`src/verilog/ccgen_pkg.sv`:
```
// Constants and types of the clock generation control block
package ccgen_pkg;
    localparam int ADDR_W = 8;
    localparam int DATA_W = 32;

    // Register offsets (byte addresses)
    localparam logic [7:0] OFS_SRC = 8'h00;
    localparam logic [7:0] OFS_DIV = 8'h04;
    localparam logic [7:0] OFS_PLL = 8'h08;
    localparam logic [7:0] OFS_AUX = 8'h0c;
    localparam logic [7:0] OFS_STAT = 8'h10;

    // Source register fields
    localparam int SRC_LSB = 8;
    localparam int SRC_MSB = 10;
    localparam int TDIV_LSB = 4;
    localparam int TDIV_MSB = 7;
    // PLL register fields
    localparam int PLL_REF_BIT = 0;
    localparam int INDIV_LSB = 1;
    localparam int INDIV_MSB = 2;
    localparam int MULT_LSB = 8;
    localparam int MULT_MSB = 12;
    // Auxiliary register fields
    localparam int HIGH_SPEED_OSC_LSB = 0;
    localparam int HIGH_SPEED_OSC_MSB = 1;
    localparam int BPEN_BIT = 4;
    localparam int BPDIV2_BIT = 5;
    localparam int FD_LSB = 8;
    localparam int FD_MSB = 11;
    localparam int USB_LSB = 12;
    localparam int USB_MSB = 15;
    localparam int FLL_BIT = 16;
    // Status register fields
    localparam int STAT_STOP_BIT = 0;
    localparam int STAT_SUBOK_BIT = 1;
    localparam int STAT_SRC_LSB = 2;
    localparam int STAT_SRC_MSB = 4;
    localparam int STAT_SWITCH_BIT = 5;
    localparam int STAT_HIZ_BIT = 6;

    // System clock source codes
    localparam logic [2:0] SRC_LOW_SPEED_OSC = 3'h0;
    localparam logic [2:0] SRC_HIGH_SPEED_OSC = 3'h1;
    localparam logic [2:0] SRC_MAIN = 3'h2;
    localparam logic [2:0] SRC_SUB = 3'h3;
    localparam logic [2:0] SRC_PLL = 3'h4;

    // Divider codes and limits
    localparam int DIVF_W = 4;
    localparam int CNT_W = 6;
    localparam logic [3:0] TDIV_RST = 4'h1;
    localparam logic [3:0] DIV_HOLE = 4'h4;
    localparam logic [3:0] DIV_MAX = 4'h6;
    localparam logic [1:0] INDIV_MAX = 2'h2;
    localparam logic [4:0] MULT_MIN = 5'h0a;
    localparam logic [4:0] MULT_MAX = 5'h1e;
    localparam logic [1:0] HIGH_SPEED_OSC_MAX = 2'h2;

    // Derived clock indices; the first NDIVREG sit in the divider register
    localparam int NCLK = 9;
    localparam int NDIVREG = 6;
    localparam int CLK_BUS = 5;
    localparam int CLK_TIMER = 6;
    localparam int CLK_FD = 7;
    localparam int CLK_USB = 8;

    // Quiet time while the source changes over
    localparam int CLK_PERIOD_NS = 50;
    localparam int GATE_TIME_NS = 100;
    localparam int GATE_CYC = (GATE_TIME_NS + CLK_PERIOD_NS - 1) / CLK_PERIOD_NS;
    localparam int GATE_W = 2;

    typedef struct packed {
        logic [ADDR_W-1:0] addr;
        logic [DATA_W-1:0] wdata;
        logic wr;
        logic rd;
    } ccgen_bus_t;

    typedef struct packed {
        logic refHoco;
        logic [1:0] inDiv;
        logic [4:0] mult;
    } ccgen_pll_t;

    typedef enum logic {CG_RUN, CG_GATE} ccgen_state_t;
endpackage
```
`src/verilog/ccgen_clock_ctrl.sv`:
```
// Clock generation control: source select, PLL setup, dividers, stop detection
`timescale 1ns/1ps

module ccgen_clock_ctrl #(
    parameter bit HAS_SUB = 1'b1,
    parameter bit HAS_TIMER = 1'b1,
    parameter bit HAS_FD = 1'b1,
    parameter bit HAS_USB = 1'b0
) (
    input wire logic mclk,
    input wire logic resetn,
    input wire ccgen_pkg::ccgen_bus_t busReq,
    output logic [ccgen_pkg::DATA_W-1:0] rdata,
    input wire logic mainOscStop,
    input wire logic subOscReady,
    input wire logic elcSwitchReq,
    output logic [ccgen_pkg::NCLK-1:0] clkTick,
    output logic accMeasClkEn,
    output logic [2:0] activeSrc,
    output ccgen_pkg::ccgen_pll_t pllCfg,
    output logic [1:0] hocoFreqSel,
    output logic fllEnable,
    output logic busClkPin,
    output logic elcStopEvent,
    output logic timerPinHiZ
);
    import ccgen_pkg::*;

    typedef struct packed {
        logic [2:0] src;
        logic [2:0] pend;
        ccgen_state_t st;
        logic [GATE_W-1:0] gateCnt;
        logic [DIVF_W-1:0] tdiv;
        logic [NDIVREG-1:0][DIVF_W-1:0] divs;
        ccgen_pll_t pll;
        logic [1:0] high_speed_osc;
        logic bpEn;
        logic bpDiv2;
        logic [DIVF_W-1:0] fdDiv;
        logic [DIVF_W-1:0] usbDiv;
        logic fll;
        logic stopS1;
        logic stopS2;
        logic stopS3;
        logic subS1;
        logic subS2;
        logic stopFlag;
        logic hiZ;
        logic evt;
        logic [NCLK-1:0][CNT_W-1:0] cnt;
        logic [NCLK-1:0][CNT_W-1:0] term;
        logic [NCLK-1:0] tick;
        logic busLvl;
        logic busHalf;
        logic pin;
        logic meas;
        logic [DATA_W-1:0] rdata;
    } ccgen_st_t;

    ccgen_st_t r_r;
    ccgen_st_t r_nxt;
    logic [NCLK-1:0][CNT_W-1:0] wantTerm;
    logic [NCLK-1:0] present;
    logic [DATA_W-1:0] wd;
    logic stopRise;

    // Shift-coded divider: 1, 2, 4, 8, 32, 64
    function automatic logic [CNT_W-1:0] shiftTerm(input logic [DIVF_W-1:0] code);
        logic [CNT_W:0] ratio;
        ratio = (CNT_W + 1)'(1) << code[2:0];
        return CNT_W'(ratio - (CNT_W + 1)'(1));
    endfunction

    // Gap code and codes above the top ratio are refused
    function automatic logic divLegal(input logic [DIVF_W-1:0] code);
        logic ok;
        ok = 1'b0;
        if (code <= DIV_MAX) begin
            ok = (code != DIV_HOLE);
        end
        return ok;
    endfunction

    // Sub-clock code only where the oscillator exists
    function automatic logic srcLegal(input logic [2:0] code);
        logic ok;
        unique case (code)
            SRC_LOW_SPEED_OSC, SRC_HIGH_SPEED_OSC, SRC_MAIN, SRC_PLL: begin
                ok = 1'b1;
            end
            SRC_SUB: begin
                ok = HAS_SUB;
            end
            default: begin
                ok = 1'b0;
            end
        endcase
        return ok;
    endfunction

    assign wd = busReq.wdata;
    assign stopRise = r_r.stopS2 && !r_r.stopS3;

    // Ratios to load at the next wrap of each divider
    always_comb begin
        for (int k = 0; k < NDIVREG; k++) begin
            wantTerm[k] = shiftTerm(r_r.divs[k]);
        end
        wantTerm[CLK_TIMER] = shiftTerm(r_r.tdiv);
        // CAN-FD divide by code plus one
        wantTerm[CLK_FD] = CNT_W'(r_r.fdDiv);
        // USB divide by code plus one
        wantTerm[CLK_USB] = CNT_W'(r_r.usbDiv);
    end

    // Clocks that this variant carries
    always_comb begin
        present = '1;
        present[CLK_TIMER] = HAS_TIMER;
        present[CLK_FD] = HAS_FD;
        present[CLK_USB] = HAS_USB;
    end

    always_comb begin
        r_nxt = r_r;
        r_nxt.tick = '0;
        r_nxt.evt = 1'b0;
        r_nxt.rdata = '0;
        r_nxt.stopS1 = mainOscStop;
        r_nxt.stopS2 = r_r.stopS1;
        r_nxt.stopS3 = r_r.stopS2;
        r_nxt.subS1 = subOscReady;
        r_nxt.subS2 = r_r.subS1;
        // undivided clock to the accuracy circuit
        r_nxt.meas = 1'b1;

        if (busReq.wr) begin
            unique case (busReq.addr)
                OFS_SRC: begin
                    if (srcLegal(wd[SRC_MSB:SRC_LSB])) begin
                        r_nxt.pend = wd[SRC_MSB:SRC_LSB];
                    end
                    // field kept at its reset code without timer
                    if (HAS_TIMER && divLegal(wd[TDIV_MSB:TDIV_LSB])) begin
                        r_nxt.tdiv = wd[TDIV_MSB:TDIV_LSB];
                    end
                end
                OFS_DIV: begin
                    for (int k = 0; k < NDIVREG; k++) begin
                        if (divLegal(wd[k*DIVF_W +: DIVF_W])) begin
                            r_nxt.divs[k] = wd[k*DIVF_W +: DIVF_W];
                        end
                    end
                end
                OFS_PLL: begin
                    r_nxt.pll.refHoco = wd[PLL_REF_BIT];
                    // input divide 1, 2 or 3
                    if (wd[INDIV_MSB:INDIV_LSB] <= INDIV_MAX) begin
                        r_nxt.pll.inDiv = wd[INDIV_MSB:INDIV_LSB];
                    end
                    if (wd[MULT_MSB:MULT_LSB] >= MULT_MIN && wd[MULT_MSB:MULT_LSB] <= MULT_MAX) begin
                        r_nxt.pll.mult = wd[MULT_MSB:MULT_LSB];
                    end
                end
                OFS_AUX: begin
                    if (wd[HIGH_SPEED_OSC_MSB:HIGH_SPEED_OSC_LSB] <= HIGH_SPEED_OSC_MAX) begin
                        r_nxt.high_speed_osc = wd[HIGH_SPEED_OSC_MSB:HIGH_SPEED_OSC_LSB];
                    end
                    r_nxt.bpEn = wd[BPEN_BIT];
                    r_nxt.bpDiv2 = wd[BPDIV2_BIT];
                    if (HAS_FD) begin
                        r_nxt.fdDiv = wd[FD_MSB:FD_LSB];
                    end
                    if (HAS_USB) begin
                        r_nxt.usbDiv = wd[USB_MSB:USB_LSB];
                    end
                    r_nxt.fll = HAS_SUB && wd[FLL_BIT];
                end
                OFS_STAT: begin
                    if (wd[STAT_STOP_BIT]) begin
                        r_nxt.stopFlag = 1'b0;
                        r_nxt.hiZ = 1'b0;
                    end
                end
                default: begin
                end
            endcase
        end

        // stop forces low osc and pin release; set beats clear
        if (stopRise) begin
            r_nxt.stopFlag = 1'b1;
            r_nxt.hiZ = 1'b1;
            r_nxt.pend = SRC_LOW_SPEED_OSC;
            r_nxt.evt = 1'b1;
        end
        if (elcSwitchReq) begin
            r_nxt.pend = SRC_LOW_SPEED_OSC;
        end

        unique case (r_r.st)
            CG_RUN: begin
                if (r_nxt.pend != r_r.src) begin
                    // quiet all divided clock ticks before changing source; accuracy clock enable stays on
                    r_nxt.st = CG_GATE;
                    r_nxt.gateCnt = GATE_W'(GATE_CYC - 1);
                end else begin
                    for (int k = 0; k < NCLK; k++) begin
                        if (present[k]) begin
                            // new ratio only at a wrap
                            if (r_r.cnt[k] == r_r.term[k]) begin
                                r_nxt.tick[k] = 1'b1;
                                r_nxt.cnt[k] = '0;
                                r_nxt.term[k] = wantTerm[k];
                            end else begin
                                r_nxt.cnt[k] = r_r.cnt[k] + CNT_W'(1);
                            end
                        end
                    end
                end
            end
            CG_GATE: begin
                if (r_r.gateCnt == '0) begin
                    r_nxt.src = r_nxt.pend;
                    r_nxt.st = CG_RUN;
                    r_nxt.cnt = '0;
                    r_nxt.term = wantTerm;
                end else begin
                    r_nxt.gateCnt = r_r.gateCnt - GATE_W'(1);
                end
            end
        endcase

        // Bus clock level flips on each bus tick; half rate on its rise
        if (r_nxt.tick[CLK_BUS]) begin
            r_nxt.busLvl = !r_r.busLvl;
            if (!r_r.busLvl) begin
                r_nxt.busHalf = !r_r.busHalf;
            end
        end
        // steady high when clock output is off
        if (!r_nxt.bpEn) begin
            r_nxt.pin = 1'b1;
        end else if (r_nxt.bpDiv2) begin
            r_nxt.pin = r_nxt.busHalf;
        end else begin
            r_nxt.pin = r_nxt.busLvl;
        end

        if (busReq.rd) begin
            unique case (busReq.addr)
                OFS_SRC: begin
                    r_nxt.rdata[SRC_MSB:SRC_LSB] = r_r.pend;
                    r_nxt.rdata[TDIV_MSB:TDIV_LSB] = r_r.tdiv;
                end
                OFS_DIV: begin
                    r_nxt.rdata[NDIVREG*DIVF_W-1:0] = r_r.divs;
                end
                OFS_PLL: begin
                    r_nxt.rdata[PLL_REF_BIT] = r_r.pll.refHoco;
                    r_nxt.rdata[INDIV_MSB:INDIV_LSB] = r_r.pll.inDiv;
                    r_nxt.rdata[MULT_MSB:MULT_LSB] = r_r.pll.mult;
                end
                OFS_AUX: begin
                    r_nxt.rdata[HIGH_SPEED_OSC_MSB:HIGH_SPEED_OSC_LSB] = r_r.high_speed_osc;
                    r_nxt.rdata[BPEN_BIT] = r_r.bpEn;
                    r_nxt.rdata[BPDIV2_BIT] = r_r.bpDiv2;
                    r_nxt.rdata[FD_MSB:FD_LSB] = r_r.fdDiv;
                    r_nxt.rdata[USB_MSB:USB_LSB] = r_r.usbDiv;
                    r_nxt.rdata[FLL_BIT] = r_r.fll;
                end
                OFS_STAT: begin
                    r_nxt.rdata[STAT_STOP_BIT] = r_r.stopFlag;
                    r_nxt.rdata[STAT_SUBOK_BIT] = HAS_SUB && r_r.subS2;
                    r_nxt.rdata[STAT_SRC_MSB:STAT_SRC_LSB] = r_r.src;
                    r_nxt.rdata[STAT_SWITCH_BIT] = (r_r.st == CG_GATE);
                    r_nxt.rdata[STAT_HIZ_BIT] = r_r.hiZ;
                end
                default: begin
                end
            endcase
        end
    end

    always_ff @(posedge mclk or negedge resetn) begin
        if (!resetn) begin
            r_r <= '0;
            r_r.src <= SRC_LOW_SPEED_OSC;
            r_r.pend <= SRC_LOW_SPEED_OSC;
            r_r.st <= CG_RUN;
            r_r.tdiv <= TDIV_RST;
            r_r.pll.mult <= MULT_MIN;
            r_r.pin <= 1'b1;
        end else begin
            r_r <= r_nxt;
        end
    end

    assign rdata = r_r.rdata;
    assign clkTick = r_r.tick;
    assign accMeasClkEn = r_r.meas;
    assign activeSrc = r_r.src;
    assign pllCfg = r_r.pll;
    assign hocoFreqSel = r_r.high_speed_osc;
    assign fllEnable = r_r.fll;
    assign busClkPin = r_r.pin;
    assign elcStopEvent = r_r.evt;
    assign timerPinHiZ = r_r.hiZ;
endmodule

```
`config.mk`:
```
export PLATFORM = sky130hd
export DESIGN_NAME = ccgen_clock_ctrl
export DESIGN_NICKNAME = d
export VERILOG_FILES = /design/src/verilog/ccgen_pkg.sv /design/src/verilog/ccgen_clock_ctrl.sv
export SDC_FILE = /design/constraint.sdc
export NUM_CORES = 1
export LEC_CHECK = 0
export ABC_AREA = 1
export BUFFER_PORTS_ARGS = -buffer_cell sky130_fd_sc_hd__buf_2
export CAP_MARGIN = 40
export CORE_ASPECT_RATIO = 1.1
export CORE_MARGIN = 3
export CORE_UTILIZATION = 48
export CTS_CLUSTER_DIAMETER = 100
export DETAILED_ROUTE_END_ITERATION = 12
export HOLD_SLACK_MARGIN = 0.03
export PLACE_DENSITY = 0.73
export SYNTH_ARGS = -nofsm -noshare
export SYNTH_HDL_FRONTEND = slang
export SYNTH_SLANG_ARGS = --single-unit
```
`constraint.sdc`:
```
create_clock -name mclk -period 2.7 [get_ports mclk]
set_input_delay 0.54 -clock mclk [delete_from_list [all_inputs] [get_ports mclk]]
set_output_delay 0.54 -clock mclk [all_outputs]
set_load 0.05 [all_outputs]
```
==> results of run 1 <==
[worst min-delay path by stage]
stage	depth (start not counted)	slack, ns	endpoint	start
6_report	1	0.04	rdata[23]	resetn
5_1_grt	1	0.05	r_r[205]	resetn
4_1_cts	1	0.05	rdata[23]	resetn
3_5_place_dp	0	0.34	r_nxt[158]	r_nxt[159]
3_3_place_gp	0	0.34	r_r[156]	r_nxt[156]
2_1_floorplan	0	0.24	accMeasClkEn	resetn
[metrics by stage]
step / total power [uW] / hold WS [ns] / area [sq um] / setup slack [ns]
4_1_cts: 9540 / 0.0460 / 10700 / 0.485
6_report: 9480 / 0.0447 / 10700 / 0.480
5_1_grt: 10100 / 0.0523 / 10700 / 0.240
3_3_place_gp: 6850 / 0.339 / 10100 / 0.193
2_1_floorplan: 6330 / 0.244 / 9640 / 0.521
3_5_place_dp: 7000 / 0.342 / 10100 / 0.152
[cell usage after synthesis, drive strengths merged (8+ instances only)]
master  count
xor2       41
xnor2      22
dfrtp     187
ha         11
a21oi      31
nor2       86
nand2     269
nand4      12
inv       120
nand3      49
a221oi      8
o31ai      16
o22ai      13
nor3       10
buf        67
o21ai     108
[critical path, stage by stage, from the launching register on]
cell and delay [ns]:
dfrtp_1 0.38, inv_1 0.07, nor2_1 0.07, nor2_2 0.11
a21boi_2 0.24, nand2_2 0.10, nand2_2 0.09, nand2_4 0.08
nor2_8 0.16, nand2_4 0.07, nand2_2 0.16, nand3_1 0.34
nand2_1 0.15, o21ai_1 0.07
[power breakdown]
part / internal, uW / switching [uW] / total [uW]
Sequential: 3500 / 606 / 4110
Clock: 1430 / 1100 / 2520
Combinational: 1130 / 1720 / 2850
[area by class of cell]
class                      instances  area share, %
tap                              247           2.89
multi-input combinational        723           36.2
timing repair buffer             115           6.44
inverter                         121           4.24
clock inverter                    11           1.22
sequential                       191           44.7
clock buffer                      21           4.30
[flip-flops by register name (all words and copies together) (netlist names)]
| register | cells |
|---|---|
| accMeasClkEn | 1 |
| hocoFreqSel | 2 |
| pllCfg | 8 |
| busClkPin | 1 |
| r_nxt | 3 |
| clkTick | 8 |
| activeSrc | 3 |
| elcStopEvent | 1 |
| r_r | 139 |
| fllEnable | 1 |
| rdata | 24 |
[cells by family (layout without fill, tap and decap cells)]
family          Yosys count  count (layout)
mux                       1               1
fa+ha+maj                11              11
simple gates            438             438
buf+inv                 195             268
compound gates          200             200
flops                   191             191
xor+xnor                 63              63
other cells               2              10
[routing by layer]
layer / track usage [%] / share of wire (%) / up-vias
met5: 0 / 0 / -
met1: 26.4 / 45 / 3530
met2: 33.8 / 49 / 179
li1: - / - / 3660
met3: 3.46 / 3.8 / 39
met4: 6.14 / 2.0 / 0
==> results.md, run 1 <==
* Outcome: finished clean
* Main combinational cell family by area after synthesis: simple AND/OR/NAND/NOR gates
* RR Endpoint: r_r[63]
* Max-cap violations at 0
* # DRC at 0
* Synthesized area at 0.00961 sq mm
* Share of the synthesized area in the top cell type at 48.7%
* Post-DP HPWL at 15300 um
* Die area at roughly 0.022 sq mm
* PwrDens at between 800 and 900 mW/mm^2
* Most common cell after layout, fill and taps aside: nand2_1
* Syn_area_per_cell at just under 9 sq um
* CTS Buf Count at 17
* Worst setup EP type: flop
* Mux cell area share after synthesis at less than 1%
* Area delta synth->final at 11.4%
* Final min period at 2.22 ns
* First-pass GRT wire length at around 35000 um
* CTS tree: done
* Register bit total from synthesis at 191
* Sequential share of the synthesized area at 49.8%
* Slew Viols, Final at 0
* CTS max path bufs at 2
* Number of antenna-violating nets in the routed design at 0
* Synth area leaders: dfrtp_1, nand2_1, inv_1, o21ai_0, buf_4
* Total global-route track usage at 20.0%
* Number of global-route vias before repair at between 7000 and 8000
* Post-CTS Hold Buffers at 0
* I/O Pins at 106
* Worst hold path class: in2async
* Clock insertion delay at the later pin of the skew report at 0.43 ns
* Post-layout util at 55.3%
* Synth async-reset ratio at 100%
* Synth warn at 0
* FP Rows at 53
* Number of detailed-route iterations in the first pass at 5
* Leak pwr at 0.00551 uW
* DR vias at 7408
* Max Clk Rate at 0.451 GHz
* Synth Area in Simple Gates at 20.3%
* Multi-input combinational cell area at 0.00388 sq mm
* Non-filler cells, final at around 1400
* IO buf count at 88
* Grt ovf at 0
* Reg2reg path depth at 13
* Area leader, netlist: dfrtp_1
* Layout cell share with drive strength beyond 1 at 16.8%
* Initial DRC Count at 410
* CP Class: reg2reg
* Slew Limit Headroom at 56.6%
* # H-tree levels at 4
* Prevailing post-synth register cell: dfrtp_1
* Chip height at about 150 um
* CP startpoint kind: flop
* Crit path capture: r_r[63]
* Cells after Synth at 1101
* Vias per cell at 5.18
* GPL Wtd Cong at between 0.8 and 0.9
* EDFF count, synth at 0
* Avg WL per Cell at 14.7 um
* Slew @ Worst Pin at 0.649 ns
* R2R setup slack at 0.48 ns
* Number of fill cells at 1696
* # placed instances at 1397
* RSZ-0062 raised after global routing: false
* Commonest cells after routing, fill and taps aside: nand2_1, dfrtp_1, inv_1, buf_2, o21ai_0
* Final setup fails at 0
* Final Hold Fails at 0
* Clk root buf: clkbuf_16
* Worst Path Max Fanout at 12
* # clock sinks at 191
* Fin Clk Skew at 0.0143 ns
* Die W at 141 um
* Reg area at about 0.0048 sq mm
* Post-Route WL at ~21000 um
* N_diodes at 0
* Core ar. at around 0.019 sq mm
* Reg2Reg Launch Point: r_nxt[158]
* Post-synthesis compound-gate area fraction at 12.4%
* Fin nets at 1227
* Initial antenna violation count at 0
* Crit path DAT at 2.52 ns
* Final period utilization at between 80 and 90%
* Post-CTS Setup Bufs at 0
* Initial core utilization at 49.7%
* WP data required at 3.00 ns
* Clk pin slew, worst setup/hold paths at 0.08 ns
* Adder-Cell Fraction of Synth Area at approximately 1.4%
* Sum Neg Setup Slack at 0 ns
* Maximum VDD drop at 0.601 mV
* CTS resizes at 0
* XOR/XNOR share of the synthesized area at 5.74%
* Synth cell types at 53
* CP startpoint: r_nxt[158]
* Largest net degree at the start of global routing at 60
Note: power is estimated with default switching activity, not from simulation.
==> inputs of run 2 (changes only) <==
Clock period 2.7 ns to 2.2 ns, I/O delays scaled along.
==> results.md, run 2 (synthesized netlist as in run 1, its figures left out) <==
* Area delta synth->final at 14.7%
* Most common cell after layout, fill and taps aside: nand2_1
* Commonest cells after routing, fill and taps aside: nand2_1, dfrtp_1, inv_1, buf_2, o21ai_0
* Clk pin slew, worst setup/hold paths at 0.07 ns (about the same)
* RR Endpoint: r_r[65]
* Number of detailed-route iterations in the first pass at 5 (unchanged)
* Crit path cell chain: inv_1 -> nor2_1 -> nor2_2 -> buf_4 -> nand3_2 -> nand2_1 -> nand2_2 -> nor2_8 -> nand2_4 -> nand2_4 -> buf_12 -> nand3_1 -> buf_6 -> nand2_1 -> o21ai_1
* Grt ovf at 0 (unchanged)
* CP bufs+invs at 4 (+3)
* CTS max path bufs at 2 (unchanged)
* Max layer used: met4
* CP startpoint: r_nxt[158]
* Area after DPL at 0.0103 sq mm (+2.3%)
* Fin nets at 1254 (+2.2%)
* Hold Path Depth at 1
* Initial DRC Count at 451 (+10%)
* Fin Clk Skew at 0.00794 ns (-0.00635 ns)
* Number of antenna-violating nets in the routed design at 0 (unchanged)
* Fin worst setup slack at 0.182 ns (-0.298 ns)
* Reg2Reg Launch Point: r_nxt[158]
* I/O Pins at 106 (unchanged)
* Critical path's top delay family: simple AND/OR/NAND/NOR gates
* Stages on worst setup path at 15 (+2)
* Leak pwr at 0.00567 uW (+3.0%)
* FP Rows at 53 (unchanged)
* Chip height at 154 um (unchanged)
* CP Class: reg2reg
* Core ar. at 0.0194 sq mm (unchanged)
* Slew Viols, Final at 0 (unchanged)
* IO buf count at 88 (unchanged)
* Maximum VDD drop at 0.523 mV (-13%)
* # H-tree levels at 4 (unchanged)
* Crit path DAT at 2.33 ns (-0.19 ns)
* First-pass GRT wire length at 35300 um (about the same)
* CTS Buf Count at 17 (unchanged)
* Final min period at 2.02 ns (-0.202 ns)
* DR vias at 7468 (+0.81%)
* PwrDens at 1070 mW/mm^2 (+21%)
* GPL Wtd Cong at 0.842 (+3.4%)
* Die area at 0.0218 sq mm (unchanged)
* Initial core utilization at 49.7% (unchanged)
* Cell area after layout at 0.0110 sq mm (+2.9%)
* M1 WL at 9410 um (+0.25%)
* Reg area at 0.00478 sq mm (unchanged)
* Clk root buf: clkbuf_16
* Final hold slack at 0.111 ns (+0.0666 ns)
* Post-DP HPWL at 15300 um (-0.20%)
* Post-Route WL at 20900 um (-0.30%)
* Number of fill cells at 1711 (+0.88%)
* Crit-path max cell delay at 0.37 ns (about the same)
* N_diodes at 0 (unchanged)
* # clock sinks at 191 (unchanged)
* Avg WL per Cell at 14.4 um (-2.2%)
* Most flops, register: r_r
* Final setup fails at 0 (unchanged)
* Number of global-route vias before repair at 7128 (unchanged)
* Worst setup EP type: flop
* Initial antenna violation count at 0 (unchanged)
* Crit path capture: r_r[65]
* Pre-CTS setup slack at -0.182 ns (-0.334 ns)
* Worst hold path class: in2reg
* Total global-route track usage at 19.9% (-0.067 points)
* WP data required at 2.51 ns (-0.49 ns)
* Met2 wire len at 9950 um (-4.2%)
* Clock insertion delay at the later pin of the skew report at 0.43 ns (about the same)
* Max Clk Rate at 0.496 GHz (+10%)
* Final period utilization at 91.7% (+9.5 points)
* CTS tree: done
* CP startpoint kind: flop
* Multi-input combinational cell area at 0.00391 sq mm (+0.84%)
* Largest register FFs at 139 (unchanged)
* Reg2reg path depth at 15 (+2)
* Die W at 141 um (unchanged)
* R2R setup slack at 0.18 ns (-0.30 ns)
* Worst Path Max Fanout at 12 (unchanged)
* WL met3 at 1040 um (+30%)
* Final Hold Fails at 0 (unchanged)
* # DRC at 0 (unchanged)
* Outcome: finished clean
* Vias per cell at 5.13 (-1.1%)
* Max-cap violations at 0 (unchanged)
* Largest net degree at the start of global routing at 52 (-13%)
* CP max stage cell: dfrtp_1
* Layout cell share with drive strength beyond 1 at 18.9% (+2.0 points)
-- run 2: what timing repair did --
item | 4_1_cts | 5_1_grt
gates resized for setup | 0 | 7
setup endpoints to repair | 0 | 58
endpoints found under the hold margin | 44 | 0
setup buffers | 0 | 1
hold buffers | 1 | 0
-- run 2: power breakdown --
group / switching (uW) / internal (uW) / leakage [uW]
clock: 1390 / 1810 / 0.000298
sequential: 745 / 4300 / 0.00241
combinational: 2150 / 1430 / 0.00297
total: 4280 / 7540 / 0.00567
-- run 2: worst min-delay path by stage --
stage	start	to	slack (ns)
finish	mainOscStop	r_nxt[159]	0.11
global route	subOscReady	r_nxt[156]	0.09
CTS	mainOscStop	r_nxt[159]	0.1
detailed placement	r_nxt[156]	r_r[156]	0.34
global placement	r_nxt[156]	r_r[156]	0.34
floorplan	resetn	accMeasClkEn	0.14
-- run 2: area by class of cell --
cell class	instances	share of cell area, %
inverter	121	4.12
clock buffer	21	4.27
clock inverter	11	1.33
multi-input combinational	724	35.5
timing repair buffer	141	8.57
tap	247	2.80
sequential	191	43.4
-- run 2: through the flow --
step | total power, uW | cells | utilization (%) | TNS, ns
5_1_grt | 12600 | 1456 | 56.9 | -0.00706
6_report | 11800 | 1456 | 56.9 | 0
3_3_place_gp | 8460 | 1421 | 53.4 | -3.91
4_1_cts | 11800 | 1454 | 56.7 | 0
2_1_floorplan | 7760 | 1109 | - | 0
3_5_place_dp | 8610 | 1421 | 53.4 | -6.22
-- run 2: routing by layer --
layer	global-route usage, %	vias up
li1	-	3716
met4	7.29	0
met3	4.30	37
met1	26.8	3525
met2	31.9	190
met5	0	-
